**config.mk**
```make
export PLATFORM = sky130hd
export DESIGN_NAME = etol_tx_overhead_lapd
export DESIGN_NICKNAME = d
export VERILOG_FILES = /design/src/include/etol_pkg.sv /design/src/design/etol_msg_buffer.sv /design/src/design/etol_tx_overhead_lapd.sv
export SDC_FILE = /design/constraint.sdc
export NUM_CORES = 1
export LEC_CHECK = 0
export BUFFER_PORTS_ARGS = -buffer_cell sky130_fd_sc_hd__buf_4
export CORE_ASPECT_RATIO = 0.5
export CORE_MARGIN = 1.5
export CORE_UTILIZATION = 55
export CTS_CLUSTER_SIZE = 30
export DETAILED_ROUTE_END_ITERATION = 8
export GPL_TIMING_DRIVEN = 0
export PLACE_DENSITY = 0.8
export SETUP_SLACK_MARGIN = 0.4
export SYNTH_ARGS = -nofsm -noshare
export SYNTH_HDL_FRONTEND = slang
export SYNTH_HIERARCHICAL = 1
export SYNTH_SLANG_ARGS = --single-unit
```
**constraint.sdc**
```tcl
create_clock -name sys_clk -period 5.1 [get_ports sys_clk]
set_clock_uncertainty 0.1 [all_clocks]
set_input_delay 1.53 -clock sys_clk [delete_from_list [all_inputs] [get_ports sys_clk]]
set_output_delay 1.53 -clock sys_clk [all_outputs]
set_load 0.02 [all_outputs]
```
**src/include/etol_pkg.sv**
```systemverilog
package etol_pkg;

	// outbound frame geometry
	localparam int          E3_FRAME_BITS = 1536;
	localparam int          OVH_BITS      = 12;
	localparam int          FAS_BITS      = 10;
	localparam int          OVH_A_IDX     = 10;
	localparam int          OVH_N_IDX     = 11;
	localparam int          STROBE_LEAD   = 3;
	localparam logic        A_BIT_DEFAULT = 1'b0;
	localparam logic        N_BIT_IDLE    = 1'b1;
	localparam logic [1:0]  NSRC_MSG      = 2'h2;

	// message frame octets
	localparam logic [7:0]  FLAG_OCTET    = 8'h7E;
	localparam logic [7:0]  ADDR1_CMD     = 8'h3C;
	localparam logic [7:0]  ADDR1_RSP     = 8'h3E;
	localparam logic [7:0]  ADDR2_OCTET   = 8'h01;
	localparam logic [7:0]  CTRL_OCTET    = 8'h03;
	localparam logic [15:0] CRC_INIT      = 16'hFFFF;
	localparam logic [15:0] CRC_POLY_REFL = 16'h8408;
	localparam logic [2:0]  STUFF_RUN     = 3'h5;

	// transmit message buffer
	localparam int          BUF_DEPTH     = 88;
	localparam logic [7:0]  BUF_BASE      = 8'h86;
	localparam logic [7:0]  BUF_LAST      = 8'hDD;
	localparam logic [6:0]  LEN_SHORT     = 7'h4C;
	localparam logic [6:0]  LEN_LONG      = 7'h52;

endpackage

```
**src/design/etol_msg_buffer.sv**
```systemverilog
module etol_msg_buffer #(
	parameter int DEPTH = 88,
	parameter int AW    = 7
)(
	input  wire logic          sys_clk,
	input  wire logic          ce,
	input  wire logic          wr_en,
	input  wire logic [AW-1:0] wr_addr,
	input  wire logic [7:0]    wr_data,
	input  wire logic [AW-1:0] rd_addr,
	output logic      [7:0]    rd_data
);

	logic [7:0] mem [DEPTH];

	// no reset on storage; software fills it before a send
	always_ff @(posedge sys_clk) begin
		if (ce) begin
			if (wr_en) begin
				mem[wr_addr] <= wr_data;
			end
			rd_data <= mem[rd_addr];
		end
	end

endmodule

```
**src/design/etol_tx_overhead_lapd.sv**
```systemverilog
module etol_tx_overhead_lapd
	import etol_pkg::*;
#(
	parameter int         FRAME_BITS  = E3_FRAME_BITS,
	parameter logic [9:0] FAS_PATTERN = 10'h3D0
)(
	input  wire logic       sys_clk,
	input  wire logic       reset_n,
	input  wire logic       ce,
	input  wire logic       payload_bit_in,
	output logic            payload_bit_take,
	output logic            tx_bit_out,
	output logic            ovh_frame_boundary_out,
	output logic            ovh_bit_strobe_out,
	input  wire logic       ovh_insert_request_in,
	input  wire logic       ovh_insert_value_in,
	input  wire logic [1:0] n_bit_source_select,
	input  wire logic       message_tx_enable,
	input  wire logic       message_size_select,
	input  wire logic       message_cr_select,
	input  wire logic       message_send_in,
	input  wire logic       buf_wr_en,
	input  wire logic [7:0] buf_wr_addr,
	input  wire logic [7:0] buf_wr_data,
	output logic            message_busy_out,
	output logic            message_sent_out
);

	localparam int PW = $clog2(FRAME_BITS);
	// first strobe run after reset is whole and opens with the boundary
	localparam logic [PW-1:0] POS_AT_RESET = PW'(FRAME_BITS - STROBE_LEAD - 1);

	typedef enum logic [3:0] {
		MS_IDLE, MS_OPEN, MS_ADDR1, MS_ADDR2, MS_CTRL,
		MS_PAYLOAD, MS_FCS_HI, MS_FCS_LO, MS_CLOSE
	} etol_msg_state_t;

	function automatic logic [PW-1:0] wrap_add(input logic [PW-1:0] p, input int k);
		int s;
		s = int'(p) + k;
		if (s >= FRAME_BITS) begin
			s = s - FRAME_BITS;
		end
		return PW'(s);
	endfunction

	// reflected form so the check runs least significant bit first, like the data
	function automatic logic [15:0] crc_step(input logic [15:0] c, input logic b);
		logic fb;
		fb = c[0] ^ b;
		return fb ? ((c >> 1) ^ CRC_POLY_REFL) : (c >> 1);
	endfunction

	// frame timing and overhead port
	logic [PW-1:0] pos;
	logic [PW-1:0] next_pos;
	logic [PW-1:0] ahead;
	logic          next_strobe;
	logic          next_boundary;
	logic          ins_meta;
	logic          ins_sync;
	logic          val_meta;
	logic          val_sync;
	logic          next_tx_bit;
	logic          in_ovh;
	logic [3:0]    fas_idx;
	logic          n_bit;
	logic          msg_active;

	// message framer
	etol_msg_state_t mstate;
	etol_msg_state_t next_mstate;
	logic [7:0]      sh;
	logic [7:0]      next_sh;
	logic [2:0]      bitn;
	logic [2:0]      next_bitn;
	logic [2:0]      ones;
	logic [2:0]      next_ones;
	logic [15:0]     crc;
	logic [15:0]     next_crc;
	logic [15:0]     frame_check_sequence;
	logic [7:0]      fcs_lo;
	logic [7:0]      next_fcs_lo;
	logic [6:0]      idx;
	logic [6:0]      next_idx;
	logic            pending;
	logic            next_pending;
	logic            next_sent;
	logic            tick;
	logic            stuff_due;
	logic            in_body;
	logic            in_crc;
	logic            hdlc_bit;
	logic [6:0]      msg_len;
	logic [7:0]      rd_data;
	logic            buf_hit;
	logic [7:0]      buf_off;

	always_comb begin
		next_pos      = wrap_add(pos, 1);
		ahead         = wrap_add(next_pos, STROBE_LEAD);
		// strobe leads the bit by the terminal's register plus our two-flop sampler
		next_strobe   = (ahead < PW'(OVH_BITS));
		next_boundary = (ahead == '0);
	end

	always_comb begin
		in_ovh     = (pos < PW'(OVH_BITS));
		fas_idx    = 4'(FAS_BITS - 1) - pos[3:0];
		msg_active = message_tx_enable && (n_bit_source_select == NSRC_MSG);
		n_bit      = msg_active ? hdlc_bit : N_BIT_IDLE;
		payload_bit_take = ce && !in_ovh;
		if (!in_ovh) begin
			next_tx_bit = payload_bit_in;
		end else if (ins_sync) begin
			next_tx_bit = val_sync;
		end else if (pos < PW'(FAS_BITS)) begin
			next_tx_bit = FAS_PATTERN[fas_idx];
		end else if (pos == PW'(OVH_A_IDX)) begin
			next_tx_bit = A_BIT_DEFAULT;
		end else begin
			next_tx_bit = n_bit;
		end
	end

	always_ff @(posedge sys_clk or negedge reset_n) begin
		if (!reset_n) begin
			pos                    <= POS_AT_RESET;
			ovh_bit_strobe_out     <= 1'b0;
			ovh_frame_boundary_out <= 1'b0;
			ins_meta               <= 1'b0;
			ins_sync               <= 1'b0;
			val_meta               <= 1'b0;
			val_sync               <= 1'b0;
			tx_bit_out             <= 1'b1;
		end else if (ce) begin
			pos                    <= next_pos;
			ovh_bit_strobe_out     <= next_strobe;
			ovh_frame_boundary_out <= next_boundary;
			ins_meta               <= ovh_insert_request_in;
			ins_sync               <= ins_meta;
			val_meta               <= ovh_insert_value_in;
			val_sync               <= val_meta;
			tx_bit_out             <= next_tx_bit;
		end
	end

	// one message bit per outbound frame, consumed at the N position
	always_comb begin
		tick      = (pos == PW'(OVH_N_IDX));
		stuff_due = (ones == STUFF_RUN);
		hdlc_bit  = stuff_due ? 1'b0 : sh[0];
		in_body   = (mstate inside {MS_ADDR1, MS_ADDR2, MS_CTRL, MS_PAYLOAD,
			MS_FCS_HI, MS_FCS_LO});
		in_crc    = (mstate inside {MS_ADDR1, MS_ADDR2, MS_CTRL, MS_PAYLOAD});
		msg_len   = message_size_select ? LEN_LONG : LEN_SHORT;
		message_busy_out = pending || (mstate != MS_IDLE);
	end

	always_comb begin
		next_mstate  = mstate;
		next_sh      = sh;
		next_bitn    = bitn;
		next_ones    = ones;
		next_crc     = crc;
		next_fcs_lo  = fcs_lo;
		next_idx     = idx;
		next_pending = pending;
		next_sent    = 1'b0;
		frame_check_sequence          = ~crc;
		if (!msg_active) begin
			next_mstate  = MS_IDLE;
			next_sh      = FLAG_OCTET;
			next_bitn    = '0;
			next_ones    = '0;
			next_idx     = '0;
			next_pending = 1'b0;
		end else if (tick) begin
			if (stuff_due) begin
				next_ones = '0;
			end else begin
				next_ones = (in_body && sh[0]) ? ones + 3'h1 : 3'h0;
				if (in_crc) begin
					next_crc = crc_step(crc, sh[0]);
				end
				frame_check_sequence       = ~next_crc;
				next_sh   = {1'b0, sh[7:1]};
				next_bitn = bitn + 3'h1;
				if (bitn == 3'h7) begin
					case (mstate)
						MS_IDLE, MS_CLOSE: begin
							next_sent   = (mstate == MS_CLOSE);
							next_sh     = FLAG_OCTET;
							next_mstate = pending ? MS_OPEN : MS_IDLE;
							if (pending) begin
								next_pending = 1'b0;
							end
						end
						MS_OPEN: begin
							next_mstate = MS_ADDR1;
							next_sh     = message_cr_select ? ADDR1_RSP : ADDR1_CMD;
							next_crc    = CRC_INIT;
							next_idx    = '0;
						end
						MS_ADDR1: begin
							next_mstate = MS_ADDR2;
							next_sh     = ADDR2_OCTET;
						end
						MS_ADDR2: begin
							next_mstate = MS_CTRL;
							next_sh     = CTRL_OCTET;
						end
						MS_CTRL: begin
							next_mstate = MS_PAYLOAD;
							next_sh     = rd_data;
							next_idx    = 7'h1;
						end
						MS_PAYLOAD: begin
							if (idx == msg_len) begin
								next_mstate = MS_FCS_HI;
								next_sh     = frame_check_sequence[15:8];
								next_fcs_lo = frame_check_sequence[7:0];
							end else begin
								next_sh  = rd_data;
								next_idx = idx + 7'h1;
							end
						end
						MS_FCS_HI: begin
							next_mstate = MS_FCS_LO;
							next_sh     = fcs_lo;
						end
						MS_FCS_LO: begin
							next_mstate = MS_CLOSE;
							next_sh     = FLAG_OCTET;
						end
						default: begin
							next_mstate = MS_IDLE;
							next_sh     = FLAG_OCTET;
						end
					endcase
				end
			end
		end
		// a send request in the clearing cycle is kept
		if (message_send_in) begin
			next_pending = 1'b1;
		end
	end

	always_ff @(posedge sys_clk or negedge reset_n) begin
		if (!reset_n) begin
			mstate           <= MS_IDLE;
			sh               <= FLAG_OCTET;
			bitn             <= '0;
			ones             <= '0;
			crc              <= CRC_INIT;
			fcs_lo           <= '0;
			idx              <= '0;
			pending          <= 1'b0;
			message_sent_out <= 1'b0;
		end else if (ce) begin
			mstate           <= next_mstate;
			sh               <= next_sh;
			bitn             <= next_bitn;
			ones             <= next_ones;
			crc              <= next_crc;
			fcs_lo           <= next_fcs_lo;
			idx              <= next_idx;
			pending          <= next_pending;
			message_sent_out <= next_sent;
		end
	end

	// writes outside the buffer window are dropped
	always_comb begin
		buf_hit = buf_wr_en && (buf_wr_addr >= BUF_BASE) && (buf_wr_addr <= BUF_LAST);
		buf_off = buf_wr_addr - BUF_BASE;
	end

	etol_msg_buffer #(
		.DEPTH (BUF_DEPTH),
		.AW    (7)
	) u_buf (
		.sys_clk (sys_clk),
		.ce      (ce),
		.wr_en   (buf_hit),
		.wr_addr (buf_off[6:0]),
		.wr_data (buf_wr_data),
		.rd_addr (idx),
		.rd_data (rd_data)
	);

endmodule

```
==> results of run 1 <==
## placed cells by master (no fill, tap or decap), types with 21 or more instances in the layout
| cell type | instances |
|---|---|
| mux2i_1 | 51 |
| o21ai_0 | 58 |
| mux2_2 | 30 |
| nand2_1 | 94 |
| mux4_2 | 158 |
| o22ai_1 | 29 |
| nand2b_1 | 32 |
| dfrtp_1 | 38 |
| edfxtp_1 | 712 |
| clkbuf_16 | 67 |
| clkbuf_1 | 50 |
| buf_4 | 43 |
| nand3_1 | 30 |
| dfstp_2 | 31 |
| a21oi_1 | 21 |
| nor2_1 | 127 |
## worst max-delay path by stage
stage	startpoint	to	slack [ps]	cells after the start
2_1_floorplan	ce	payload_bit_take	1110	3
3_5_place_dp	ce	payload_bit_take	340	5
6_report	ce	payload_bit_take	500	5
4_1_cts	ce	payload_bit_take	520	5
3_3_place_gp	ce	payload_bit_take	370	5
5_1_grt	ce	payload_bit_take	440	5
## kinds of logic (layout without fill, tap and decap cells)
logic type,Yosys count,in the layout,share of synthesized area
buffers and inverters,114,268,0.02112
XOR/XNOR,23,23,0.006274
multiplexers,241,241,0.1389
flip-flops,781,781,0.7209
adder cells (fa/ha/maj),14,14,0.005378
AND/OR/NAND/NOR,389,389,0.05986
AO/OA/AOI/OAI,222,222,0.04758
## per-layer routing
| metal | GRT usage | part of all wire | up-vias | wire, µm |
|---|---|---|---|---|
| li1 | - | - | 7368 | - |
| met1 | 0.3662 | 0.37 | 9165 | 28450 |
| met2 | 0.4141 | 0.47 | 1325 | 36790 |
| met3 | 0.06228 | 0.13 | 199 | 9843 |
| met4 | 0.08515 | 0.036 | 0 | 2831 |
| met5 | 0 | 0 | - | 0 |
## power by group through the flow
stage	logic, mW	registers (mW)	clock network (mW)
global route	0.625	7.11	5.32
finish	0.566	7.10	5.04
detailed placement	0.558	7.24	0
floorplan	0.328	7.23	0
global placement	0.534	7.24	0
CTS	0.561	7.10	5.09
## area by class of cell
cell class / count / area, µm² / share of cell area
buffer: 100 / 626.9 / 0.01768
clock buffer: 78 / 1748 / 0.04930
clock inverter: 43 / 390.4 / 0.01101
inverter: 14 / 52.55 / 0.001482
multi-input combinational: 889 / 8283 / 0.2336
sequential: 781 / 23150 / 0.6528
tap: 768 / 960.9 / 0.02710
timing repair buffer: 33 / 247.7 / 0.006987
## critical path: stages
cell and delay, ps:
buf_4 280, clkbuf_1 480, buf_2 360, and2_1 170
buf_4 130
## sequential cells by signal, indices dropped and copies added (netlist names), 3 cells and up
register       count
fcs_lo             8
pos               11
crc               16
sh                 8
idx                7
bitn               3
mstate             4
u_buf/mem        704
ones               3
u_buf/rd_data      8
==> results.txt, run 1 <==
- Run status: completed
- Worst reg-to-reg setup slack: 1580 ps
* Sw Share: 0.2117
* IO Pins: 35
* Number of storage elements in the synthesis netlist: 781
- Rel. slew slack: 0.1247
- Most used DFF post-synth: edfxtp_1
* Cell row count: 62
- Switching component of the power: 2.691 mW
- Total placed cells including tap cells: 2585
* Final setup TNS: 0 ps
- Number of gates given a new drive strength after cts: 1
- Lkg Pwr: 10.96 nW
- Clock period minus worst slack: 4599 ps
- The cell sitting at the root of the clock tree is a clkbuf_16.
* Max-cap violations: 0
- Pins Over Slew Limit: 0
- The total count of hold-check failures in the final report came to 0.
* CTS Hold Bufs: 0
* Initial core utilization: 0.5578
- After synthesis, the share of flip-flops with an asynchronous set or reset is 0.08835.
- The share of the Yosys chip area taken by registers is 0.7209.
- Synth top area share: 0.6659
- The number of different library cells used by synthesis comes to 76.
- For the worst setup path, the data required time is 3470 ps.
- Clock slew at the register clock pins of the worst setup and hold paths: 70 ps
* Final core utilization: 0.6160
- The design draws 12.71 mW.
- During placement, the flow inserted port buffers numbering 33.
* Global route overflow: 0
- Post-route non-filler standard cell count: 2706
- Setup violations remaining at the end of the flow were counted as 0.
- Core region area: 57560 µm²
- From left edge to right edge, the die measures 344.7 µm.
- The worst hold path terminates at sh[2]$_DFFE_PN1P_.
* Total Die Area: 59920 µm²
- Share of power burned in registers: 0.559
* Proportion of layout cells with a drive suffix above 1: 0.2281
- FF-to-FF End: u_buf/rd_data[6]$_DFFE_PP_
- Count of routing violations after the opening detailed-route iteration: 2651
- Hold path start: sh[2]$_DFFE_PN1P_
* Pre-CTS WS: 341.8 ps
* Maximum vdd drop: 231.7 µV
* Global-route wire length before repair: 114400 µm
- Summed over all nets, the half-perimeter wirelength after detailed placement is 48120 µm.
- At the worst endpoint, the arrival time is 2970 ps.
- Internal cell power: 10.02 mW
- The number of nets in the synthesized netlist is 1826.
- Synth top cells by count: edfxtp_1, mux4_2, nor2_1
- The number of cells on the worst reg-to-reg path is 7.
* Vias per std cell: 6.673
- Hold_ws: 380.6 ps
- Final worst slack: 501.0 ps
- Once placement finished, the instance area stood at 33320 µm².
* Number of vias after detailed routing: 18.06k
- In the final routed layout, each cell accounts on average for 28.79 µm.
- Final clock period utilization by the worst path: 0.9018
* Number of buffers added by the clock tree synthesis step: 67
- The startpoint identified for the worst register-to-register timing path is idx[1]$_DFFE_PN0P_.
* Combined global-route utilization of all metal layers: 0.2628
* Routability Congestion: 0.9434
- The repair_antennas step left the layout with diodes totalling 0.
- The cell area that synthesis handed to floorplanning was 32110 µm².
- Share of power burned in combinational logic: 0.045
- Area leader, netlist: edfxtp_1
* Count of fill cells added during filler insertion: 3863
- Sort of element at the end of the critical path: output pin
- The number of global-route vias before repair was 17.60k.
- Static timing analysis puts the maximum clock frequency at 0.2174 GHz.
- Ranking of synthesized cells by area: edfxtp_1, mux4_2, dfrtp_1
- 1st-pass router iterations: 6
* Die span in y: 173.8 µm
- YS warnings: 6
- Entering global routing, the biggest net connects 89 pins.
* Deepest clock path buffer count: 3
- For the worst-skew pair, the clock arrives at the later sink with an insertion delay of 610 ps.
* Number of flops mapped to enable cells by yosys: 712
- Depth of the CTS H-tree: 3
- Synth Area per Inst: 18.00 µm²
- The count of nets left with antenna violations once routing finished came out at 0.
- Counting instances, the worst hold path has a depth of 2.
* Number of standard cells after synthesis: 1784
- Summed over all layers, the routed wires come to 77920 µm.
* Fin nets: 1928
- Layout overhead on the synthesized area: 10.43%
- TritonCTS built the clock tree.
- Kind of critical path: in -> out
* Number of buffers added for setup after CTS: 0
- Startpoint type of the worst setup path: input pin
- The initial antenna violation count is 0.
- # DRC: 0
- Total power divided by cell area: 358.5 nW/µm²
- For the pin with the worst max-slew slack, the measured transition is 1310 ps.
* Cell with the most instances after synthesis: edfxtp_1
- In this run the worst path has a maximum fanout of 13.
- Of the total power, the clock network draws 0.397.
- The worst hold path belongs to the class reg -> reg.
- Clock tree sinks: 781
- The finished cells cover 35460 µm².
* Unrepaired setup endpoints after global routing: no
Note: power is estimated with default switching activity, not from simulation.
==> run 2, diff against run 1 <==
--- a/config.mk
+++ b/config.mk
@@ -12,7 +12,7 @@
 export CTS_CLUSTER_SIZE = 30
 export DETAILED_ROUTE_END_ITERATION = 8
 export GPL_TIMING_DRIVEN = 0
-export PLACE_DENSITY = 0.8
+export PLACE_DENSITY_LB_ADDON = 0.2
 export SETUP_SLACK_MARGIN = 0.4
 export SYNTH_ARGS = -nofsm -noshare
 export SYNTH_HDL_FRONTEND = slang
==> run 2 against run 1 <==
Critical path depth is the same. Clock-buffer cell count increased by 3. Sequential share of layout area is 0.20 points higher. Routed wire length fell by 5.6%. Worst setup slack worse by 15 ps. Die area is the same. Register-to-register slack improved by 30 ps. Final area shrank 0.31%. Non-clock buffer count is the same. Fmax down 0.32%. Critical endpoint unchanged. Critical path type unchanged. Via count is 4.8% lower. Final cell count down 0.33%.
==> results.txt, run 2 (synthesis results as in run 1) <==
- The cell repeated most along the worst path was buf_4 (unchanged).
- Pins Over Slew Limit: 0 (unchanged)
- The layout overhead on the synthesized area came to 10.09% (was 10.43%).
* Cell with the largest stage delay on the worst path: clkbuf_1 (unchanged)
* Clock tree sinks: 781 (unchanged)
* Buffer cell driving the clock tree root: clkbuf_16 (unchanged)
- The summed negative setup slack over all endpoints is 0 ps (unchanged).
- The class of the most critical hold timing path was reg -> reg (unchanged).
* Cell row count: 62 (unchanged)
- The mean number of vias per cell is 6.372 (was 6.673).
- Max-cap violations: 0 (unchanged)
* Final core utilization: 0.6141 (was 0.6160)
- Unrepaired setup endpoints after global routing: no (unchanged)
* Count of fill cells added during filler insertion: 4110 (was 3863)
* Critical Path Max Stage Delay: 490 ps (was 480 ps)
- Run status: completed (unchanged).
* Deepest clock path buffer count: 3 (unchanged)
- Buffering stage count on the worst path with inverters included: 4 (unchanged)
- The number of nets in the layout came to 1929 (was 1928).
* Peak Freq: 0.2167 GHz (was 0.2174 GHz)
- The combinational group share of total power was 0.044 (was 0.045).
* Final count of negative-setup-slack endpoints: 0 (unchanged)
- Cell breakdown of the critical path: buf_4 > clkbuf_1 > buf_2 > and2_1 > buf_4 (unchanged)
- Wirelength, routed: 73570 µm (was 77920 µm)
- The global-route wire length before repair is 108600 µm (was 114400 µm).
- The clock latency at the later pin of the worst-skew pair came to 600 ps (was 610 ps).
* Sort of element at the end of the critical path: output pin (unchanged)
- Global route overflow: 0 (unchanged)
* Worst Path Required: 3470 ps (about the same)
* # DRC: 0 (unchanged)
- The starting density of the core was 0.5578 (unchanged).
- Die outline width: 344.7 µm (unchanged)
- The total count of hold-check failures in the final report is 0 (unchanged).
- Largest fanout on the critical path: 13 (unchanged)
- The worst ir drop on vdd was 206.5 µV (was 231.7 µV).
* Clk pwr share: 0.388 (was 0.397)
- The transition at the pin with the smallest max-transition slack was 1322 ps (was 1310 ps).
- Routability Congestion: 0.9620 (was 0.9434)
- The deepest level of the CTS H-tree is 3 (unchanged).
* Number of vias after detailed routing: 17.19k (was 18.06k)
- The number of I/O port buffers came to 33 (unchanged).
- Critical path's top delay family: buffers and inverters (unchanged)
- Internal cell power: 9.893 mW (was 10.02 mW)
* Die span in y: 173.8 µm (unchanged)
* Share of power burned in registers: 0.568 (was 0.559)
* Kind of critical path: in -> out (unchanged)
- The sequential cell area is 23150 µm² (unchanged).
- Maximum number of pins on one net before global-route repair: 89 (unchanged)
- The max-slew headroom at the worst pin was 0.1164 (was 0.1247).
- Lkg Pwr: 10.89 nW (was 10.96 nW)
- Data arrival time of the worst path: 2980 ps (was 2970 ps)
- Total power divided by cell area: 353.9 nW/µm² (was 358.5 nW/µm²)
- Clock period minus worst slack: 4614 ps (was 4599 ps)
- The full die area was 59920 µm² (unchanged).
- Number of global-route vias before repair: 16.96k (was 17.60k)
- Core region area: 57560 µm² (unchanged)
- Max reg flops: 704 (unchanged)
* Top library cells by usage in the layout, fill and taps aside: edfxtp_1, mux4_2, nor2_1 (unchanged)
* CTS tree: yes (unchanged)
- Count of routing violations after the opening detailed-route iteration: 1874 (was 2651)
- The sum of net half-perimeters after detailed placement is 47090 µm (was 48120 µm).
* Leading cell type in the layout, fill and taps excluded: edfxtp_1 (unchanged)
- Clock slew at the register clock pins of the worst setup and hold paths: 70 ps (about the same)
- The first-pass iteration count of the detailed router is 5 (was 6).
- The final cycle utilization of the critical path was 0.9047 (was 0.9018).
- Per-cell routed wire length: 27.28 µm (was 28.79 µm)
- Startpoint type of the worst setup path: input pin (unchanged)
- Largest registers ranked by flip-flop count: u_buf/mem: 704 flops, crc: 16 flops, pos: 11 flops (unchanged).
- The number of nets with antenna violations after routing came to 0 (unchanged).
- The multi-input logic area came to 8283 µm² (unchanged).
- Antenna violations before repair: 3 (was 0)
* Combined global-route utilization of all metal layers: 0.2519 (was 0.2628)
- Number of buffers added by the clock tree synthesis step: 68 (was 67)
- Proportion of layout cells with a drive suffix above 1: 0.2243 (was 0.2281)
- Switching component of the power: 2.616 mW (was 2.691 mW)
- CTS Hold Bufs: 0 (unchanged)
- IO Pins: 35 (unchanged)
- Largest register by flop count: u_buf/mem (unchanged)
* Sw Share: 0.2092 (was 0.2117)
run 2: changes by cell type in the layout (fill, tap and decap cells not counted):
cell and delta:
bufinv_16 -3, clkbuf_1 +3, clkbuf_16 +3, clkbuf_8 -3, clkinv_1 -5, clkinv_2 -4
clkinv_8 -1, clkinvlp_4 +1, diode_2 +3, inv_6 -4, inv_8 +1
run 2: power groups by stage:
stage	logic (mW)	registers (mW)	clock network (mW)
after floorplan	0.328	7.23	0
after global placement	0.539	7.24	0
after detailed placement	0.551	7.24	0
after CTS	0.554	7.10	4.95
after global routing	0.621	7.11	5.19
final	0.551	7.10	4.86
run 2: area by class of cell:
class,count,share of cell area
inverter,14,0.001487
buffer,100,0.01773
multi-input combinational,889,0.2343
antenna,3,0.0002124
clock buffer,81,0.05073
tap,768,0.02719
timing repair buffer,33,0.007009
clock inverter,28,0.006478
sequential,781,0.6548
run 2: metrics by stage:
stage	area (µm²)	power (mW)	instances	worst slack, ps	hold slack, ps
after detailed placement	33320	7.791	2585	308.3	369.4
final	35350	12.51	2697	486.2	378.2
after global routing	35340	12.92	2694	437.5	405.8
after global placement	33320	7.778	2585	297.6	362.9
after floorplan	32110	7.560	1784	1113	346.1
after CTS	35340	12.60	2694	489.1	379.3
run 2: path summary, 6_finish.rpt:
kind                                    startpoint                          to  slack, ps  cells past startpoint
worst max-delay path                            ce            payload_bit_take        490                      5
worst min-delay path             sh[3]$_DFFE_PN1P_           sh[3]$_DFFE_PN1P_        380                      2
worst max register to register  idx[1]$_DFFE_PN0P_  u_buf/rd_data[7]$_DFFE_PP_       1610                      9
worst min register to register   sh[3]$_DFFE_PN1P_           sh[3]$_DFFE_PN1P_        380                      2
max in group asynchronous                  reset_n       fcs_lo[4]$_DFFE_PN0P_       3380                      1
min in group asynchronous                  reset_n       mstate[2]$_DFFE_PN0P_        940                      1
run 2: repair_timing:
item,4_1_cts,5_1_grt
gates resized for setup,1,0
setup endpoints to repair,1,0
setup buffers,0,0
run 2: layer usage:
| layer | GRT usage | vias up | part of all wire |
|---|---|---|---|
| met2 | 0.3789 | 762 | 0.45 |
| met1 | 0.3626 | 8904 | 0.41 |
| met4 | 0.08133 | 0 | 0.033 |
| li1 | - | 7370 | - |
| met3 | 0.06711 | 150 | 0.10 |
| met5 | 0 | - | 0 |
run 2: worst min-delay path: cells and delay by family (launching register included):
family / cells / cell delay, ps
flip-flops: 1 / 370
AO/OA/AOI/OAI: 1 / 60
AND/OR/NAND/NOR: 1 / 40
==> run 3, diff against run 2 <==
--- a/config.mk
+++ b/config.mk
@@ -12,7 +12,7 @@
 export CTS_CLUSTER_SIZE = 30
 export DETAILED_ROUTE_END_ITERATION = 8
 export GPL_TIMING_DRIVEN = 0
-export PLACE_DENSITY_LB_ADDON = 0.2
+export PLACE_DENSITY = 0.72
 export SETUP_SLACK_MARGIN = 0.4
 export SYNTH_ARGS = -nofsm -noshare
 export SYNTH_HDL_FRONTEND = slang
==> run 3 against run 2 <==
Hold slack lost 4.4 ps. Via count increased by 0.99%. Worst setup slack better by 55 ps.
==> results.txt, run 3 (synthesis results as in run 1) <==
- The total of endpoints with negative setup slack in the final report was 0 (unchanged).
- Final worst slack: 541.2 ps (was 486.2 ps)
- The source of the worst register-to-register timing path is idx[1]$_DFFE_PN0P_ (unchanged).
- The number of violations of the max-capacitance limit is 0 (unchanged).
- Combined global-route utilization of all metal layers: 0.2507 (was 0.2519)
- Peak Freq: 0.2194 GHz (was 0.2167 GHz)
- The starting density of the core is 0.5578 (unchanged).
- Die span in y: 173.8 µm (unchanged)
* Worst reg-to-reg setup slack: 1580 ps (was 1610 ps)
- The summed negative setup slack over all endpoints is 0 ps (unchanged).
- Slew at the pin closest to its max-slew limit: 1347 ps (was 1322 ps)
* Antenna diode count: 0 (was 3)
- Routability Congestion: 0.9479 (was 0.9620)
* Number of global-route vias before repair: 16.98k (was 16.96k)
* Largest registers ranked by flip-flop count: u_buf/mem: 704 flops, crc: 16 flops, pos: 11 flops (unchanged)
- The TritonCTS clock tree is yes (unchanged).
- Startpoint type of the worst setup path: input pin (unchanged)
* Fin nets: 1930 (was 1929)
- Number of vias after detailed routing: 17.36k (was 17.19k)
* Depth of the CTS H-tree: 3 (unchanged)
* Wirelength, routed: 73820 µm (was 73570 µm)
- The sum of net half-perimeters after detailed placement is 46670 µm (was 47090 µm).
- The largest net degree at the start of global routing came to 89 (unchanged).
- Total power divided by cell area: 359.0 nW/µm² (was 353.9 nW/µm²)
* Clock insertion delay at the later pin of the skew report: 610 ps (was 600 ps)
* Max reg flops: 704 (unchanged)
- The worst ir drop on vdd came to 216.3 µV (was 206.5 µV).
- Buffer cell driving the clock tree root: clkbuf_16 (unchanged)
- The hold buffer count at cts is 0 (unchanged).
- The class of the most critical hold timing path is reg -> reg (unchanged).
- The required arrival time at the worst endpoint is 3470 ps (about the same).
* Die outline width: 344.7 µm (unchanged)
- Largest fanout on the critical path: 13 (unchanged)
- Number of buffers added by the clock tree synthesis step: 69 (was 68)
- Largest register by flop count: u_buf/mem (unchanged)
- Number of buffers inserted by port buffering: 33 (unchanged)
- The kind of critical path is in -> out (unchanged).
- The global-route wire length before repair is 108400 µm (was 108600 µm).
- The number of stages on the worst hold path was 2 (unchanged).
- The cell with the biggest individual delay on the critical path was clkbuf_1 (unchanged).
- Global route overflow: 0 (unchanged)
* # DRC: 0 (unchanged)
* 1st-pass router iterations: 5 (unchanged)
- Origin of the worst setup path: ce (unchanged)
- Run status: completed (unchanged)
- The placement-stage worst setup slack came to 348.4 ps (was 308.3 ps).
- Count of fill cells added during filler insertion: 4018 (was 4110)
- Antenna violations before repair: 3 (unchanged)
- Final clock period utilization by the worst path: 0.8939 (was 0.9047)
- Deepest clock path buffer count: 3 (unchanged)
- Rel. slew slack: 0.1004 (was 0.1164)
- The violation count after the first detailed-routing iteration is 2152 (was 1874).
- The sort of element at the end of the critical path is an output pin (unchanged).
- Number of nets with antenna violations after detailed routing: 0 (unchanged)
* Endpoint, Worst Hold: sh[3]$_DFFE_PN1P_ (unchanged)
- The mean number of vias per cell was 6.409 (was 6.372).
- The most common library cell in the layout ignoring fill and taps was edfxtp_1 (unchanged).
* Layout overhead on the synthesized area: 10.56% (was 10.09%)
- The share of post-route cells with drive strength above 1 is 0.2263 (was 0.2243).
- The maximum cell stage delay along the critical path came to 470 ps (was 490 ps).
- The final worst hold slack is 373.8 ps (was 378.2 ps).
- IO Pins: 35 (unchanged)
* Clock period minus worst slack: 4559 ps (was 4614 ps)
- The arrival time at the worst endpoint was 2930 ps (was 2980 ps).
- Clock tree sinks: 781 (unchanged)
- Clock slew at the register clock pins of the worst setup and hold paths: 50 ps (was 70 ps)
- Lkg Pwr: 10.98 nW (was 10.89 nW)
- Unrepaired setup endpoints after global routing: no (unchanged).
- FF-to-FF End: u_buf/rd_data[7]$_DFFE_PP_ (unchanged)
- Top library cells by usage in the layout, fill and taps aside: edfxtp_1, mux4_2, nor2_1 (unchanged).
- The cell repeated most along the worst path is buf_4 (unchanged).
- Endpoints failing hold: 0 (unchanged)
- Cell breakdown of the critical path: buf_4 > clkbuf_1 > buf_2 > and2_1 > buf_4 (unchanged).
* Length in cells of the worst reg-to-reg path: 9 (unchanged)
- Pins Over Slew Limit: 0 (unchanged)
- The full die area is 59920 µm² (unchanged).
- Cell row count: 62 (unchanged)
- The mean routed wirelength per cell is 27.26 µm (was 27.28 µm).
* Core region area: 57560 µm² (unchanged)
- Hold path start: sh[3]$_DFFE_PN1P_ (unchanged)
run 3: cell count changes in the layout (fill, tap and decap cells not counted), moves of 3 or more:
cell / change
clkinv_1: +4
diode_2: -3
clkinv_2: +3
clkbuf_16: +4
clkbuf_1: +3
run 3: report_power, final:
| part | total, mW | switching [mW] | internal [mW] | leakage, nW |
|---|---|---|---|---|
| logic | 0.558 | 0.374 | 0.184 | 2.68 |
| registers | 7.10 | 0.0500 | 7.05 | 7.24 |
| clock network | 5.08 | 2.26 | 2.82 | 1.06 |
run 3: critical path, delay by kind of cell:
| kind | cells | cell delay [ps] |
|---|---|---|
| buf+inv | 4 | 1220 |
| simple gates | 1 | 170 |
run 3: area by class of cell:
cell class / count / area, µm² / share of cell area
clock buffer: 89 / 1918 / 0.05403
timing repair buffer: 33 / 247.7 / 0.006979
tap: 768 / 960.9 / 0.02707
clock inverter: 34 / 262.8 / 0.007402
inverter: 14 / 52.55 / 0.001480
sequential: 781 / 23150 / 0.6520
multi-input combinational: 889 / 8283 / 0.2333
buffer: 100 / 626.9 / 0.01766
run 3: how the worst max path moves through the flow:
stage                     cells after the start  slack (ps)          endpoint
after floorplan                               3        1110  payload_bit_take
after global placement                        5         350  payload_bit_take
after detailed placement                      5         350  payload_bit_take
after CTS                                     5         530  payload_bit_take
after global routing                          5         460  payload_bit_take
final                                         5         540  payload_bit_take
run 3: per-stage QoR:
step	util	total power [mW]	std cells	area (µm²)
global placement	0.5788	7.773	2585	33320
floorplan	-	7.560	1784	32110
finish	0.6167	12.74	2708	35500
CTS	0.6167	12.81	2708	35500
global route	0.6167	13.12	2708	35500
detailed placement	0.5788	7.792	2585	33320
run 3: layer usage:
layer / up-vias / GRT usage / wire length (µm)
li1: 7382 / - / -
met1: 9005 / 0.3594 / 29920
met2: 843 / 0.3897 / 34750
met3: 124 / 0.06327 / 7358
met4: 2 / 0.06314 / 1773
met5: - / 0 / 13
run 3: repair_timing:
item	CTS	global route
resized for setup	1	0
endpoints found under the setup margin	1	0
setup buffers	0	0
